### src/hdl/ebls_pkg.sv
// shared constants and types for the external bus lane strobe block
package ebls_pkg;
	localparam int EBLS_ADDR_W = 22;
	localparam int EBLS_DATA_W = 32;
	localparam int EBLS_LANES = 4;
	localparam int EBLS_AREAS = 8;
	localparam int EBLS_AREA_W = 3;
	// reset values of the pins
	localparam logic [7:0] EBLS_SEL_IDLE = 8'hFF;
	localparam logic [3:0] EBLS_LANE_NONE = 4'h0;
	localparam logic [21:0] EBLS_ADDR_RST = 22'h000000;
	localparam logic [31:0] EBLS_DATA_RST = 32'h00000000;
	// access target
	typedef enum logic [2:0] {
		EBLS_TGT_ROM = 3'h0,
		EBLS_TGT_RAM = 3'h1,
		EBLS_TGT_PERI = 3'h2,
		EBLS_TGT_EXT8 = 3'h3,
		EBLS_TGT_EXT16 = 3'h4,
		EBLS_TGT_EXT32 = 3'h5
	} ebls_target_t;
	// access size
	typedef enum logic [1:0] {
		EBLS_SZ_BYTE = 2'h0,
		EBLS_SZ_WORD = 2'h1,
		EBLS_SZ_LONG = 2'h2
	} ebls_size_t;
	// bus state, gray along idle -> active -> idle
	typedef enum logic [1:0] {
		EBLS_ST_IDLE = 2'b00,
		EBLS_ST_ACTIVE = 2'b01
	} ebls_state_t;
endpackage : ebls_pkg

### src/hdl/ebls_lane_dec.sv
// byte lane decoder from target, size and low address bits
`timescale 1ns/1ps
module ebls_lane_dec
	import ebls_pkg::*;
(
	input wire ebls_target_t target, // access target
	input wire ebls_size_t size, // access size
	input wire logic [1:0] addr_lo, // low address bits
	output logic [3:0] lanes // active lanes, bit3 = D31..D24
);
	always_comb begin
		lanes = EBLS_LANE_NONE;
		case (target)
			EBLS_TGT_EXT8: begin
				lanes = 4'h1;
			end
			EBLS_TGT_EXT16: begin
				case (size)
					EBLS_SZ_BYTE: lanes = addr_lo[0] ? 4'h1 : 4'h2;
					default: lanes = 4'h3;
				endcase
			end
			EBLS_TGT_EXT32: begin
				case (size)
					EBLS_SZ_BYTE: begin
						case (addr_lo)
							2'h0: lanes = 4'h8;
							2'h1: lanes = 4'h4;
							2'h2: lanes = 4'h2;
							default: lanes = 4'h1;
						endcase
					end
					EBLS_SZ_WORD: lanes = addr_lo[1] ? 4'h3 : 4'hC;
					default: lanes = 4'hF;
				endcase
			end
			default: lanes = EBLS_LANE_NONE;
		endcase
	end
endmodule : ebls_lane_dec

### src/hdl/ebls_bus.sv
// external bus pin driver: selects, strobes, address and data lanes
`timescale 1ns/1ps
module ebls_bus
	import ebls_pkg::*;
#(
	parameter int ADDR_W = EBLS_ADDR_W,
	parameter int DATA_W = EBLS_DATA_W
) (
	input wire logic ref_clk, // 40 MHz clock
	input wire logic sys_rst, // sync reset, active high
	input wire logic acc_valid, // access in progress this cycle
	input wire ebls_target_t acc_target, // target space
	input wire ebls_size_t acc_size, // access size
	input wire logic acc_write, // 1 write, 0 read
	input wire logic [EBLS_AREA_W-1:0] acc_area, // external area index
	input wire logic [ADDR_W-1:0] acc_addr, // access address
	input wire logic [DATA_W-1:0] acc_wdata, // write data, lane aligned
	output logic [DATA_W-1:0] acc_rdata, // data captured from read lanes
	output logic [ADDR_W-1:0] bus_addr, // address lines
	output logic [EBLS_AREAS-1:0] area_select_n, // area chip selects
	output logic read_strobe_n, // read strobe
	output logic write_strobe_lane3_n, // write strobe D31..D24
	output logic write_strobe_lane2_n, // write strobe D23..D16
	output logic write_strobe_lane1_n, // write strobe D15..D8
	output logic write_strobe_lane0_n, // write strobe D7..D0
	input wire logic [DATA_W-1:0] data_in, // data lines in
	output logic [DATA_W-1:0] data_out, // data lines out
	output logic [DATA_W-1:0] data_oe // per line enable, high drives
);
	ebls_state_t state_q;
	logic [3:0] lanes;
	logic ext_acc;
	logic [3:0] rd_lanes_q;

	function automatic logic [DATA_W-1:0] lane_mask(input logic [3:0] l);
		lane_mask = {{8{l[3]}}, {8{l[2]}}, {8{l[1]}}, {8{l[0]}}};
	endfunction : lane_mask

	ebls_lane_dec u_dec (
		.target(acc_target),
		.size(acc_size),
		.addr_lo(acc_addr[1:0]),
		.lanes(lanes)
	);

	assign ext_acc = acc_valid && (lanes != EBLS_LANE_NONE);

	always_ff @(posedge ref_clk) begin
		if (sys_rst) begin
			state_q <= EBLS_ST_IDLE;
		end else begin
			state_q <= ext_acc ? EBLS_ST_ACTIVE : EBLS_ST_IDLE;
		end
	end

	always_ff @(posedge ref_clk) begin
		if (sys_rst) begin
			bus_addr <= EBLS_ADDR_RST;
		end else if (acc_valid) begin
			bus_addr <= acc_addr;
		end
	end

	always_ff @(posedge ref_clk) begin
		if (sys_rst || !ext_acc) begin
			area_select_n <= EBLS_SEL_IDLE;
		end else begin
			area_select_n <= ~(8'h01 << acc_area);
		end
	end

	always_ff @(posedge ref_clk) begin
		if (sys_rst || !ext_acc) begin
			read_strobe_n <= 1'b1;
			{write_strobe_lane3_n, write_strobe_lane2_n,
				write_strobe_lane1_n, write_strobe_lane0_n} <= 4'hF;
		end else begin
			read_strobe_n <= acc_write;
			{write_strobe_lane3_n, write_strobe_lane2_n,
				write_strobe_lane1_n, write_strobe_lane0_n} <=
				acc_write ? ~lanes : 4'hF;
		end
	end

	always_ff @(posedge ref_clk) begin
		if (sys_rst || !ext_acc || !acc_write) begin
			data_oe <= EBLS_DATA_RST;
			data_out <= EBLS_DATA_RST;
		end else begin
			data_oe <= lane_mask(lanes);
			data_out <= acc_wdata & lane_mask(lanes);
		end
	end

	// read data sampled one cycle after the strobe went low
	always_ff @(posedge ref_clk) begin
		if (sys_rst) begin
			rd_lanes_q <= EBLS_LANE_NONE;
			acc_rdata <= EBLS_DATA_RST;
		end else begin
			rd_lanes_q <= (ext_acc && !acc_write) ? lanes : EBLS_LANE_NONE;
			if (rd_lanes_q != EBLS_LANE_NONE) begin
				acc_rdata <= data_in & lane_mask(rd_lanes_q);
			end
		end
	end

	// internal targets leave selects, strobes and data lines alone; address lines still follow
	a_internal_quiet: assert property (@(posedge ref_clk) disable iff (sys_rst)
		acc_valid && acc_target inside {EBLS_TGT_ROM, EBLS_TGT_RAM, EBLS_TGT_PERI}
		|=> area_select_n == 8'hFF && read_strobe_n && data_oe == '0)
		else $error("internal access disturbed bus pins");
	a_internal_wr_high: assert property (@(posedge ref_clk) disable iff (sys_rst)
		acc_valid && acc_target inside {EBLS_TGT_ROM, EBLS_TGT_RAM, EBLS_TGT_PERI}
		|=> write_strobe_lane3_n && write_strobe_lane2_n
		&& write_strobe_lane1_n && write_strobe_lane0_n)
		else $error("internal access pulsed a write strobe");

	// address lines and area selects
	a_addr_follow: assert property (@(posedge ref_clk) disable iff (sys_rst)
		acc_valid |=> bus_addr == $past(acc_addr))
		else $error("address lines do not follow access");
	a_addr_hold: assert property (@(posedge ref_clk) disable iff (sys_rst)
		!acc_valid |=> $stable(bus_addr))
		else $error("address lines moved without an access");
	a_one_select: assert property (@(posedge ref_clk) disable iff (sys_rst)
		ext_acc |=> area_select_n == ~(8'h01 << $past(acc_area)))
		else $error("wrong area select");
	a_select_onehot: assert property (@(posedge ref_clk) disable iff (sys_rst)
		area_select_n == 8'hFF || $onehot(~area_select_n))
		else $error("more than one area select low");
	a_state_track: assert property (@(posedge ref_clk) disable iff (sys_rst)
		(state_q == EBLS_ST_ACTIVE) == (area_select_n != 8'hFF))
		else $error("bus state and area selects disagree");

	// read and write strobes
	a_read_strobes: assert property (@(posedge ref_clk) disable iff (sys_rst)
		ext_acc && !acc_write |=> !read_strobe_n && write_strobe_lane0_n
		&& write_strobe_lane1_n && write_strobe_lane2_n && write_strobe_lane3_n)
		else $error("read strobes wrong");
	a_write_no_read: assert property (@(posedge ref_clk) disable iff (sys_rst)
		ext_acc && acc_write |=> read_strobe_n)
		else $error("read strobe low during write");
	a_read_released: assert property (@(posedge ref_clk) disable iff (sys_rst)
		ext_acc && !acc_write |=> data_oe == '0)
		else $error("data lines driven during read");

	// lane placement in 8 and 16 bit space
	a_ext8_lane: assert property (@(posedge ref_clk) disable iff (sys_rst)
		acc_valid && acc_write && acc_target == EBLS_TGT_EXT8
		|=> data_oe == 32'h000000FF && !write_strobe_lane0_n && write_strobe_lane1_n)
		else $error("8-bit lane wrong");
	a_ext16_upper: assert property (@(posedge ref_clk) disable iff (sys_rst)
		acc_valid && acc_write && acc_target inside {EBLS_TGT_EXT8, EBLS_TGT_EXT16}
		|=> data_oe[31:16] == '0 && write_strobe_lane3_n && write_strobe_lane2_n)
		else $error("narrow space upper lanes active");
	a_ext16_byte: assert property (@(posedge ref_clk) disable iff (sys_rst)
		acc_valid && acc_write && acc_target == EBLS_TGT_EXT16
		&& acc_size == EBLS_SZ_BYTE && !acc_addr[0]
		|=> !write_strobe_lane1_n && write_strobe_lane0_n)
		else $error("16-bit upper byte lane wrong");
	a_ext16_lower: assert property (@(posedge ref_clk) disable iff (sys_rst)
		acc_valid && acc_write && acc_target == EBLS_TGT_EXT16
		&& acc_size == EBLS_SZ_BYTE && acc_addr[0]
		|=> data_oe == 32'h000000FF && !write_strobe_lane0_n && write_strobe_lane1_n)
		else $error("16-bit lower byte lane wrong");
	a_ext16_word: assert property (@(posedge ref_clk) disable iff (sys_rst)
		acc_valid && acc_write && acc_target == EBLS_TGT_EXT16
		&& acc_size != EBLS_SZ_BYTE
		|=> data_oe == 32'h0000FFFF && !write_strobe_lane1_n && !write_strobe_lane0_n)
		else $error("16-bit word lanes wrong");

	// lane placement in 32 bit space
	a_ext32_msb: assert property (@(posedge ref_clk) disable iff (sys_rst)
		acc_valid && acc_write && acc_target == EBLS_TGT_EXT32
		&& acc_size == EBLS_SZ_BYTE && acc_addr[1:0] == 2'h0
		|=> data_oe == 32'hFF000000 && !write_strobe_lane3_n)
		else $error("32-bit msb lane wrong");
	a_ext32_byte2: assert property (@(posedge ref_clk) disable iff (sys_rst)
		acc_valid && acc_write && acc_target == EBLS_TGT_EXT32
		&& acc_size == EBLS_SZ_BYTE && acc_addr[1:0] == 2'h1
		|=> data_oe == 32'h00FF0000 && !write_strobe_lane2_n)
		else $error("32-bit second lane wrong");
	a_ext32_byte3: assert property (@(posedge ref_clk) disable iff (sys_rst)
		acc_valid && acc_write && acc_target == EBLS_TGT_EXT32
		&& acc_size == EBLS_SZ_BYTE && acc_addr[1:0] == 2'h2
		|=> data_oe == 32'h0000FF00 && !write_strobe_lane1_n)
		else $error("32-bit third lane wrong");
	a_ext32_lsb: assert property (@(posedge ref_clk) disable iff (sys_rst)
		acc_valid && acc_write && acc_target == EBLS_TGT_EXT32
		&& acc_size == EBLS_SZ_BYTE && acc_addr[1:0] == 2'h3
		|=> data_oe == 32'h000000FF && !write_strobe_lane0_n && write_strobe_lane1_n)
		else $error("32-bit lsb lane wrong");
	a_ext32_hi_word: assert property (@(posedge ref_clk) disable iff (sys_rst)
		acc_valid && acc_write && acc_target == EBLS_TGT_EXT32
		&& acc_size == EBLS_SZ_WORD && !acc_addr[1]
		|=> data_oe == 32'hFFFF0000 && !write_strobe_lane3_n && !write_strobe_lane2_n
		&& write_strobe_lane1_n && write_strobe_lane0_n)
		else $error("32-bit upper word lanes wrong");
	a_ext32_lo_word: assert property (@(posedge ref_clk) disable iff (sys_rst)
		acc_valid && acc_write && acc_target == EBLS_TGT_EXT32
		&& acc_size == EBLS_SZ_WORD && acc_addr[1]
		|=> data_oe == 32'h0000FFFF && !write_strobe_lane1_n && !write_strobe_lane0_n
		&& write_strobe_lane3_n && write_strobe_lane2_n)
		else $error("32-bit lower word lanes wrong");
	a_ext32_long: assert property (@(posedge ref_clk) disable iff (sys_rst)
		acc_valid && acc_write && acc_target == EBLS_TGT_EXT32
		&& acc_size == EBLS_SZ_LONG
		|=> data_oe == 32'hFFFFFFFF && !write_strobe_lane0_n && !write_strobe_lane1_n
		&& !write_strobe_lane2_n && !write_strobe_lane3_n)
		else $error("32-bit longword lanes wrong");
	a_write_data: assert property (@(posedge ref_clk) disable iff (sys_rst)
		ext_acc && acc_write |=> data_out == ($past(acc_wdata) & data_oe))
		else $error("driven lanes do not carry write data");

	// read data capture, one edge after the strobe
	a_rdata_ext8: assert property (@(posedge ref_clk) disable iff (sys_rst)
		acc_valid && !acc_write && acc_target == EBLS_TGT_EXT8
		|=> ##1 acc_rdata[31:8] == '0)
		else $error("8-bit read took upper lanes");
	a_rdata_ext16: assert property (@(posedge ref_clk) disable iff (sys_rst)
		acc_valid && !acc_write && acc_target == EBLS_TGT_EXT16
		|=> ##1 acc_rdata[31:16] == '0)
		else $error("16-bit read took upper lanes");
endmodule : ebls_bus

### config.mk
export PLATFORM = sky130hd
export DESIGN_NAME = ebls_bus
export DESIGN_NICKNAME = d
export VERILOG_FILES = /design/src/hdl/ebls_pkg.sv /design/src/hdl/ebls_lane_dec.sv /design/src/hdl/ebls_bus.sv
export SDC_FILE = /design/constraint.sdc
export NUM_CORES = 1
export LEC_CHECK = 0
export BUFFER_PORTS_ARGS = -buffer_cell sky130_fd_sc_hd__clkbuf_2
export CELL_PAD_IN_SITES_DETAIL_PLACEMENT = 0
export CELL_PAD_IN_SITES_GLOBAL_PLACEMENT = 1
export CORE_MARGIN = 5
export CORE_UTILIZATION = 31
export CTS_CLUSTER_SIZE = 25
export DETAILED_ROUTE_END_ITERATION = 7
export GPL_TIMING_DRIVEN = 0
export PLACE_DENSITY = 0.81
export SLEW_MARGIN = 25
export SYNTH_ARGS = -nofsm -noshare
export SYNTH_HDL_FRONTEND = slang
export SYNTH_SLANG_ARGS = --single-unit
### constraint.sdc
create_clock -name ref_clk -period 1.51 [get_ports ref_clk]
set_clock_uncertainty 0.15 [all_clocks]
set_input_delay 0.302 -clock ref_clk [delete_from_list [all_inputs] [get_ports ref_clk]]
set_output_delay 0.302 -clock ref_clk [all_outputs]
set_load 0.05 [all_outputs]
Word-level counts from Yosys, hierarchy flattened --
Index checks and enable logic that the tools add are counted.
Storage, ports and cells: output and inout port bits 131, word-level logic and storage cells 42, flip-flop bits (word level) 128
Operators by class: equality and inequality tests 6, reduce and logical (&&, ||, !) cells 12, shift operators 1, mux-type cells 6, bitwise logic cells 6
Operator list (number):
- $and 32x32->32 | 2
- $pmux 4 s3 | 2
- $mux 4 | 2
- $not 8->8 | 1
- $pmux 4 s2 | 1
- $reduce_bool 4->1 | 2
- $shl 1x3->8 const A | 1
- $eq 3x3->1 const B | 2
- $eq 2x1->1 const B | 2
- $logic_not 2->1 | 2
- $not 4->4 | 1
- $reduce_or 2->1 | 2
- $eq 3x2->1 const B | 1
- $eq 2x2->1 const B | 1
- $logic_and 1x1->1 | 2
- $logic_not 1->1 | 2
- $logic_or 1x1->1 | 2
- $mux 2 | 1
- $not 1->1 | 2

Longest topological paths before layout --
Gate-level depths: netlist of the first run.
depth after elaboration 9, mapped depth 5

Hierarchy --
A second synthesis of the first run with hierarchy kept.
Second synthesis, totals: cell total of the unflattened synthesis 314, area total of the unflattened synthesis 3647.2 um^2
By module, submodules not included:
- ebls_bus | cells each 299, sequential area each 2142.1 um^2, times used 1, area an instance 3563.4 um^2
- ebls_lane_dec | cells each 15, sequential area each 0.0 um^2, times used 1, area an instance 83.8 um^2

Worst setup path before layout of the first run --
OpenSTA, ideal clock, no wires.
path kind reg-to-output, from reg, netlist name data_oe[15], to out data_oe[10], arrival time 1013 ps, setup slack 45 ps, cell stages (with the launch flop) 2, cells stage by stage dfxtp_1 buf_4
RTL lines:
- to (decl) | RTL line ebls_bus.sv:28 | output logic [DATA_W-1:0] data_oe

==> impl_metrics.csv, run 1 <==
group,metric,value,unit
run_status,status,"finished, final reports clean",
yosys,ys_types,35,
floorplan,die_h,121.6,um
timing,fmax,0.6797,GHz
yosys,yosysWarnings,0,
timing,relSlewSlack,59.97,%
clock_network,clk_path_buf_depth,2,
worst_setup_path,crit_type,"reg2out",
yosys,synth.area.top_cells,"dfxtp_1, a22oi_2, nor2_1, buf_4, mux2i_1",
grt,gr-max-usage-layer,"met2",
timing,hold_viol_final,0,
detailed_routing,vias,3376,
grt,grt_max_degree,19,
yosys,synth-main-ff-cell,"dfxtp_1",
yosys,async_reset_ff_share,0,%
clock_network,clock-sinks,107,
detailed_routing,initialDrtViolationCount,100,
grt,grt_usage,14.85,%
timing,worst_pin_slew,600.5,ps
grt,antenna_found_initial,0,
clock_network,cts_tree,"built",
layout,final_cell_count_no_fill,787,
layout,drive_gt1_share,53.96,%
clock_network,worstSkewPairLatency,340,ps
clock_network,cts_buffers,9,
pwr,p_per_area,974.2,nW/um^2
layout,finalInstanceArea,6097,um^2
yosys,synth.most_common_cell,"dfxtp_1",
yosys,synth.avg_cell_area,11.08,um^2
timing,rsz0062_at_grt,"no",
yosys,synth_edf_count,0,
pwr,ir_worst_vdd,647.5,uV
flow_run,cap_violations,0,
place,portBuffers,227,
place,dp_hpwl,8.265,mm
floorplan,io_pins,229,
pwr,leakage,2.890,nW
layout,area_growth,58.06,%
grt,grt_overflow,0,
timing,post-route-period-util,97.43,%
detailed_routing,drtAntennaViolNets,0,
floorplan,core_area,12110,um^2
yosys,yosysTopAreaCellShare,55.53,%
floorplan,initial_core_util,31.85,%
clock_network,htreeDepth,3,
yosys,syn-num-nets,446,
place,dpl.cell_count,743,
grt,grt_pass1_vias,3450,
place,place_area,5204,um^2
worst_setup_path,critPathArrivalTime,1020,ps
yosys,ys_ff_latch,107,
floorplan,row_count,40,
timing,drv_slew,0,
yosys,netlist_area,3857,um^2
grt,met2_usage,25.32,%
worst_setup_path,r2r_slack,80,ps
yosys,netlist_instances,348,
floorplan,dieArea,14770,um^2
detailed_routing,dr.pass1.iters,4,
detailed_routing,vias_per_cell,4.290,
worst_setup_path,cp_data_required_time,1060,ps
detailed_routing,drt-total-wl,11.22,mm
grt,met3_usage,4.643,%
clock_network,clock-root-buffer,"clkbuf_16",
detailed_routing,post_drt_wl_per_cell,14.26,um
timing,fin_crit,1471,ps
clock_network,path_clk_slew,70,ps
grt,grt_pass1_wl,17.23,mm
worst_setup_path,crit_fanout,8,
place,routabilityCongestion,0.6911,
yosys,synthTopCellsByCount,"dfxtp_1, nor2_1, buf_4",
yosys,synth.largest_area_cell,"dfxtp_1",
yosys,ys_seq_area_share,55.53,%
grt,grtUsageMet1,16.85,%
detailed_routing,drc,0,
min_path,hp-class,"in2reg",
layout,fin_nets,712,
layout,final_core_util,50.34,%
worst_setup_path,crit_path_start_kind,"register",
floorplan,die_w,121.6,um
timing,setup_violations,0,
layout,n_antenna_cell,0,
worst_setup_path,cp-end-kind,"primary output",
[cell usage in the layout (no fill, tap or decap), types with 3 or more instances in the layout]
| cell | netlist | final |
|---|---|---|
| clkbuf_2 | 0 | 196 |
| dfxtp_1 | 107 | 103 |
| nor2_1 | 68 | 68 |
| buf_4 | 31 | 36 |
| a22oi_2 | 30 | 30 |
| mux2i_1 | 22 | 22 |
| dlygate4sd3_1 | 0 | 20 |
| and2_1 | 16 | 16 |
| clkbuf_8 | 0 | 16 |
| buf_8 | 0 | 13 |
| clkbuf_16 | 0 | 11 |
| nand2_1 | 10 | 10 |
| nor3b_1 | 10 | 9 |
| clkbuf_1 | 6 | 7 |
| buf_2 | 5 | 6 |
| nand3_1 | 5 | 5 |
| inv_1 | 4 | 4 |
| buf_6 | 4 | 4 |
| dfxtp_4 | 0 | 4 |
| nor2b_1 | 3 | 3 |
[critical path, stage by stage, from the launching register on]
cell      delay, ps
dfxtp_4         370
buf_4           130
clkbuf_8        160
[metal layers]
metal	vias to the layer above	share of wire [%]
met5	-	0
met4	0	2.4
met3	21	7.8
met2	125	51
met1	1562	38
li1	1668	-
[cell families (layout without fill, tap and decap cells)]
kind of cell,count (synthesis),count (layout),synth area share (%)
compound gates,37,37,11.87
buf+inv,52,323,9.017
flops,107,107,55.53
mux,22,22,5.709
simple gates,130,130,17.87
[power by group]
part	internal [W]	total (W)	switching, W
registers	0.00287	0.00290	0.0000285
clock network	0.00119	0.00226	0.00107
logic	0.000313	0.000785	0.000472
total	0.00437	0.00594	0.00157
[worst paths after layout]
check,startpoint,end,cells after the start
min reg2reg,bus_addr[14],bus_addr[14],2
min,acc_wdata[2],data_out[2],3
max,data_oe[7],data_oe[3],2
max reg2reg,rd_lanes_q[1],acc_rdata[10],6
[metrics by stage]
stage | TNS [ps] | hold slack [ps] | total power [W] | setup slack, ps
2_1_floorplan | 0 | 225.9 | 0.003406 | 44.90
3_3_place_gp | -9043 | 326.7 | 0.003654 | -174.3
3_5_place_dp | -13330 | 332.9 | 0.003666 | -258.4
4_1_cts | 0 | 2.126 | 0.005998 | 3.781
5_1_grt | 0 | 12.45 | 0.006199 | 1.195
6_report | 0 | 13.69 | 0.005940 | 38.81
[flip-flops by register name, summed over array words and instances (netlist names)]
name                  cells
write_strobe_lane0_n      1
data_out                 32
bus_addr                 22
rd_lanes_q                4
data_oe                   4
write_strobe_lane1_n      1
read_strobe_n             1
write_strobe_lane3_n      1
acc_rdata                32
area_select_n             8
write_strobe_lane2_n      1
[final cells by class]
type                            instances  area, um^2
Buffer                                 47       356.6
Clock buffer                           11       242.7
Clock inverter                          5       43.79
Fill cell                            1135        6015
Inverter                                5       18.77
Multi-Input combinational cell        189        1373
Sequential cell                       107        2157
Tap cell                              168       210.2
Timing Repair Buffer                  255        1695
[repair_timing]
item                                    4_1_cts  5_1_grt
buffers inserted                              2        4
endpoints found under the setup margin       62       47
pin swaps                                     1        1
gates cloned                                  0        2
gates resized for setup                      64       27
hold buffers                                 20        0
endpoints found under the hold margin        20        0
No activity file was read; power rests on OpenSTA's default activity.
==> inputs of run 2 (changes only) <==
Settings changed: RECOVER_POWER set to 100.
==> impl_metrics.csv, run 2 (synthesized netlist as in run 1, its figures left out) <==
group,metric,value,unit
run_status,status,"finished, final reports clean",
place,routabilityCongestion,0.6911,
pwr,p_per_area,988.0,nW/um^2
grt,antenna_found_initial,0,
timing,relSlewSlack,60.10,%
timing,timing.final.ws_setup,38.29,ps
grt,grt_pass1_wl,17.23,mm
worst_setup_path,reg2reg_depth,6,
layout,fin_nets,712,
detailed_routing,dr.pass1.iters,4,
grt,grt_overflow,0,
clock_network,cts_buffers,9,
worst_setup_path,crit_fanout,8,
timing,fmax,0.6795,GHz
detailed_routing,drtAntennaViolNets,0,
pwr,leakage,2.857,nW
grt,grt_pass1_vias,3450,
place,post-place-ws,-258.4,ps
layout,top_regs,"acc_rdata: 32 flops, data_out: 32 flops, bus_addr: 22 flops",
floorplan,dieArea,14770,um^2
worst_setup_path,cp_cell_sequence,"buf_4 > clkbuf_8",
worst_setup_path,cp-end-kind,"primary output",
floorplan,row_count,40,
layout,drive_gt1_share,51.53,%
clock_network,clk_path_buf_depth,2,
clock_network,clock-root-buffer,"clkbuf_16",
timing,finalSetupTns,0,ps
timing,drv_slew,0,
worst_setup_path,crit_type,"reg2out",
detailed_routing,drc,0,
detailed_routing,initialDrtViolationCount,104,
floorplan,die_h,121.6,um
clock_network,worstSkewPairLatency,340,ps
worst_setup_path,cpMaxStageDelayCell,"dfxtp_4",
detailed_routing,vias,3383,
timing,fin_crit,1472,ps
clock_network,htreeDepth,3,
layout,area_growth,55.43,%
worst_setup_path,cp_data_required_time,1060,ps
timing,worst_pin_slew,598.6,ps
layout,fillCellCount,1163,
place,dp_hpwl,8.265,mm
layout,layout_commonest_cell,"clkbuf_2",
timing,rsz0062_at_grt,"no",
timing,setup_violations,0,
detailed_routing,drt-total-wl,11.27,mm
worst_setup_path,cpPeakStageDelay,370,ps
min_path,hp-class,"in2reg",
detailed_routing,vias_per_cell,4.299,
timing,hold_viol_final,0,
flow_run,cap_violations,0,
clock_network,cts_tree,"built",
timing,whs,13.24,ps
layout,final_core_util,49.50,%
clock_network,clock-sinks,107,
floorplan,initial_core_util,31.85,%
floorplan,core_area,12110,um^2
min_path,hold_depth,3,
grt,grt_max_degree,19,
floorplan,io_pins,229,
worst_setup_path,crit_path_start_kind,"register",
timing,post-route-period-util,97.46,%
grt,grt_usage,14.85,%
pwr,ir_worst_vdd,647.4,uV
floorplan,die_w,121.6,um
detailed_routing,post_drt_wl_per_cell,14.32,um
layout,final_cell_mix,"clkbuf_2, dfxtp_1, nor2_1",
layout,n_antenna_cell,0,
clock_network,path_clk_slew,70,ps
place,portBuffers,227,
worst_setup_path,critPathArrivalTime,1020,ps
-- run 2: power by group --
part	switching [W]	leakage [nW]	total, W	internal (W)
Combinational	0.000467	1.85	0.000771	0.000305
Clock	0.00107	0.135	0.00226	0.00119
Sequential	0.0000281	0.871	0.00290	0.00287
-- run 2: final timing paths --
check,from,to,slack [ps]
hold reg to reg,bus_addr[14],bus_addr[14],350
setup / recovery,data_oe[7],data_oe[3],40
setup reg to reg,rd_lanes_q[3],acc_rdata[10],90
hold / removal,acc_wdata[2],data_out[2],10
-- run 2: worst max-delay path: cells and delay by family, from the launching register on --
| kind | cells | cell delay [ps] |
|---|---|---|
| DFF | 1 | 370 |
| buffers and inverters | 2 | 290 |
-- run 2: what timing repair did --
action | CTS | global route
buffers inserted | 2 | 4
resized for setup | 64 | 27
endpoints found under the hold margin | 20 | 0
pin swaps | 1 | 1
hold buffers | 20 | 0
setup endpoints to repair | 62 | 47
cloned | 0 | 2
-- run 2: per-stage QoR --
stage / power, W / cells / cell area, um^2
after floorplan: 0.003406 / 348 / 3857
after global placement: 0.003654 / 743 / 5204
after detailed placement: 0.003666 / 743 / 5204
after CTS: 0.005998 / 781 / 5959
after global routing: 0.006184 / 787 / 5996
final: 0.005924 / 787 / 5996
-- run 2: metal layers --
metal  vias to the layer above  share of wire (%)  wire, um  global-route usage [%]
li1                       1668                  -         -                       -
met1                      1559                 38      4320                   16.85
met2                       131                 51      5716                   25.32
met3                        25                8.2       921                   4.643
met4                         0                2.8       310                   7.143
met5                         -                  0         0                       0
-- run 2: cell type report --
cell class	count	area (um^2)	share of cell area (%)
Sequential cell	107	2157	35.98
Timing Repair Buffer	255	1655	27.61
Multi-Input combinational cell	189	1315	21.93
Buffer	47	352.8	5.885
Clock buffer	11	242.7	4.048
Tap cell	168	210.2	3.506
Clock inverter	5	43.79	0.7304
Inverter	5	18.77	0.3130
==> inputs of run 3 (changes only) <==
Settings changed: BUFFER_PORTS_ARGS -buffer_cell sky130_fd_sc_hd__clkbuf_2 to unset, CORE_UTILIZATION 31 to 45, DONT_BUFFER_PORTS set to 1, MAX_ROUTING_LAYER set to met4, PLACE_DENSITY 0.81 to 0.8.
==> impl_metrics.csv, run 3 (synthesized netlist as in run 1, its figures left out) <==
group,metric,value,unit
grt,grt_max_degree,19,
flow_run,cap_violations,0,
clock_network,clk_path_buf_depth,2,
grt,grt_pass1_wl,15.19,mm
pwr,p_comb_share,9.8,%
pwr,p_sw_share,26.55,%
clock_network,cts_tree,"built",
timing,fin_crit,1581,ps
min_path,hold_depth,1,
detailed_routing,drc,0,
timing,hold_viol_final,2,
run_status,status,"finished with violations",
min_path,hp-start,"acc_write",
layout,multiInputGateArea,1349,um^2
detailed_routing,dr.pass1.iters,4,
clock_network,htreeDepth,3,
detailed_routing,met3WireLength,1.064,mm
pwr,switchingPower,0.001449,W
detailed_routing,drtAntennaViolNets,0,
floorplan,core_area,8299,um^2
worst_setup_path,crit_type,"reg2out",
floorplan,die_h,102.6,um
clock_network,path_clk_slew,100,ps
floorplan,die_w,102.6,um
layout,top_regs,"acc_rdata: 32 flops, data_out: 32 flops, bus_addr: 22 flops",
detailed_routing,initialDrtViolationCount,66,
floorplan,dieArea,10520,um^2
detailed_routing,top_layer,"met4",
layout,final_cell_mix,"dlygate4sd3_1, nor2_1, dfxtp_1",
layout,fin_nets,562,
layout,fillCellCount,642,
pwr,leakage,2.162,nW
worst_setup_path,cp-end-kind,"primary output",
floorplan,row_count,33,
detailed_routing,post_drt_wl_per_cell,18.53,um
worst_setup_path,r2r_slack,50,ps
worst_setup_path,reg2reg_from,"rd_lanes_q[0]",
run_status,violations,"negative hold slack, negative setup slack",
min_path,hp-class,"in2reg",
layout,layout_commonest_cell,"dlygate4sd3_1",
timing,setup_violations,35,
detailed_routing,wl_met2,5.393,mm
clock_network,cts_buffers,9,
place,routabilityCongestion,0.7163,
worst_setup_path,cpPeakStageDelay,520,ps
detailed_routing,drt-total-wl,10.64,mm
grt,grt_pass1_vias,2981,
timing,worst_pin_slew,754.3,ps
timing,rsz0062_at_grt,"yes",
layout,area_growth,39.70,%
place,post-place-ws,-60.56,ps
timing,relSlewSlack,49.30,%
timing,drv_slew,0,
worst_setup_path,crit_fanout,8,
floorplan,io_pins,229,
place,portBuffers,0,
pwr,internal_power,0.004008,W
pwr,seqPwrFrac,56.9,%
layout,final_cell_count_no_fill,574,
worst_setup_path,cp-startpoint,"data_oe[7]",
clock_network,clock-root-buffer,"clkbuf_8",
detailed_routing,met1_length,3.969,mm
timing,fmax,0.6326,GHz
detailed_routing,vias,2887,
worst_setup_path,cp_cell_sequence,"buf_4",
timing,whs,-117.3,ps
floorplan,initial_core_util,46.48,%
worst_setup_path,cp_data_required_time,1060,ps
worst_setup_path,reg2reg_depth,6,
min_path,min_delay_worst_endpoint,"rd_lanes_q[0]",
place,dpl.cell_count,453,
pwr,p_per_area,1013,nW/um^2
worst_setup_path,path_buf_inv,1,
timing,post-route-period-util,104.7,%
place,dp_hpwl,6.883,mm
layout,ff_latch_area,2207,um^2
worst_setup_path,cpMaxStageDelayCell,"dfxtp_4",
worst_setup_path,crit_path_start_kind,"register",
timing,timing.final.ws_setup,-70.86,ps
grt,grt_overflow,0,
detailed_routing,vias_per_cell,5.030,
pwr,pwr-share-clk,33.3,%
clock_network,clock-sinks,107,
worst_setup_path,reg2reg_to,"acc_rdata[2]",
grt,grt_usage,19.24,%
clock_network,worstSkewPairLatency,350,ps
worst_setup_path,crit_family,"flip-flops",
pwr,ir_worst_vdd,595.0,uV
grt,antenna_found_initial,0,
worst_setup_path,critPathArrivalTime,1130,ps
layout,n_antenna_cell,0,
layout,drive_gt1_share,31.13,%
-- run 3: cell count changes in the layout (fill, tap and decap cells not counted), moves of 8 or more --
| cell | before | now |
|---|---|---|
| dfxtp_2 | 0 | 40 |
| a22oi_2 | 19 | 30 |
| clkbuf_16 | 11 | 3 |
| clkbuf_2 | 195 | 3 |
| dlygate4sd3_1 | 20 | 94 |
| a22oi_1 | 13 | 2 |
| dfxtp_1 | 103 | 63 |
-- run 3: worst max path at each step --
stage                                       to  slack [ps]  depth (start not counted)
final                               data_oe[6]         -70                          1
after global routing               data_oe[19]        -100                          1
after CTS                          data_oe[31]         -60                          1
after detailed placement          data_out[19]         -60                          3
after global placement    write_strobe_lane3_n         -40                          5
after floorplan                    data_oe[10]          40                          1
-- run 3: per-layer routing --
layer	up-vias	global-route usage [%]
met5	-	-
met4	0	7.164
met3	17	5.480
met2	146	32.92
met1	1355	21.23
li1	1369	-
-- run 3: repair_timing --
item                       CTS  global route
gates resized for setup     18            56
pin swaps                    1             4
hold buffers                93             2
buffers inserted             1             6
cloned                       0             3
hold endpoints to repair   101             5
setup endpoints to repair   70           110
-- run 3: layout make-up --
type                       count  share of cell area (%)
inverter                       5                  0.3483
clock buffer                  10                   2.554
timing repair buffer         105                   20.08
buffer                        47                   7.290
clock inverter                 6                   1.300
multi-input combinational    189                   25.03
sequential                   107                   40.96
tap                          105                   2.438
-- run 3: stage by stage --
step           hold WS, ps  total power (W)  TNS (ps)  area [um^2]  util (%)
4_1_cts             -132.8         0.005454     -1573         5167     62.26
2_1_floorplan        225.9         0.003406         0         3857         -
5_1_grt             -142.8         0.005670     -3696         5389     64.93
3_5_place_dp         240.8         0.003461     -1914         3989     48.06
6_report            -117.3         0.005457     -1475         5389     64.93
3_3_place_gp         231.8         0.003455     -1209         3989     48.06
-- run 3: power groups by stage --
stage	combinational (W)	sequential (W)	clock (W)
6_report	0.000536	0.00311	0.00182
5_1_grt	0.000575	0.00311	0.00198
4_1_cts	0.000495	0.00310	0.00186
3_5_place_dp	0.000289	0.00317	0
3_3_place_gp	0.000284	0.00317	0
2_1_floorplan	0.000250	0.00316	0
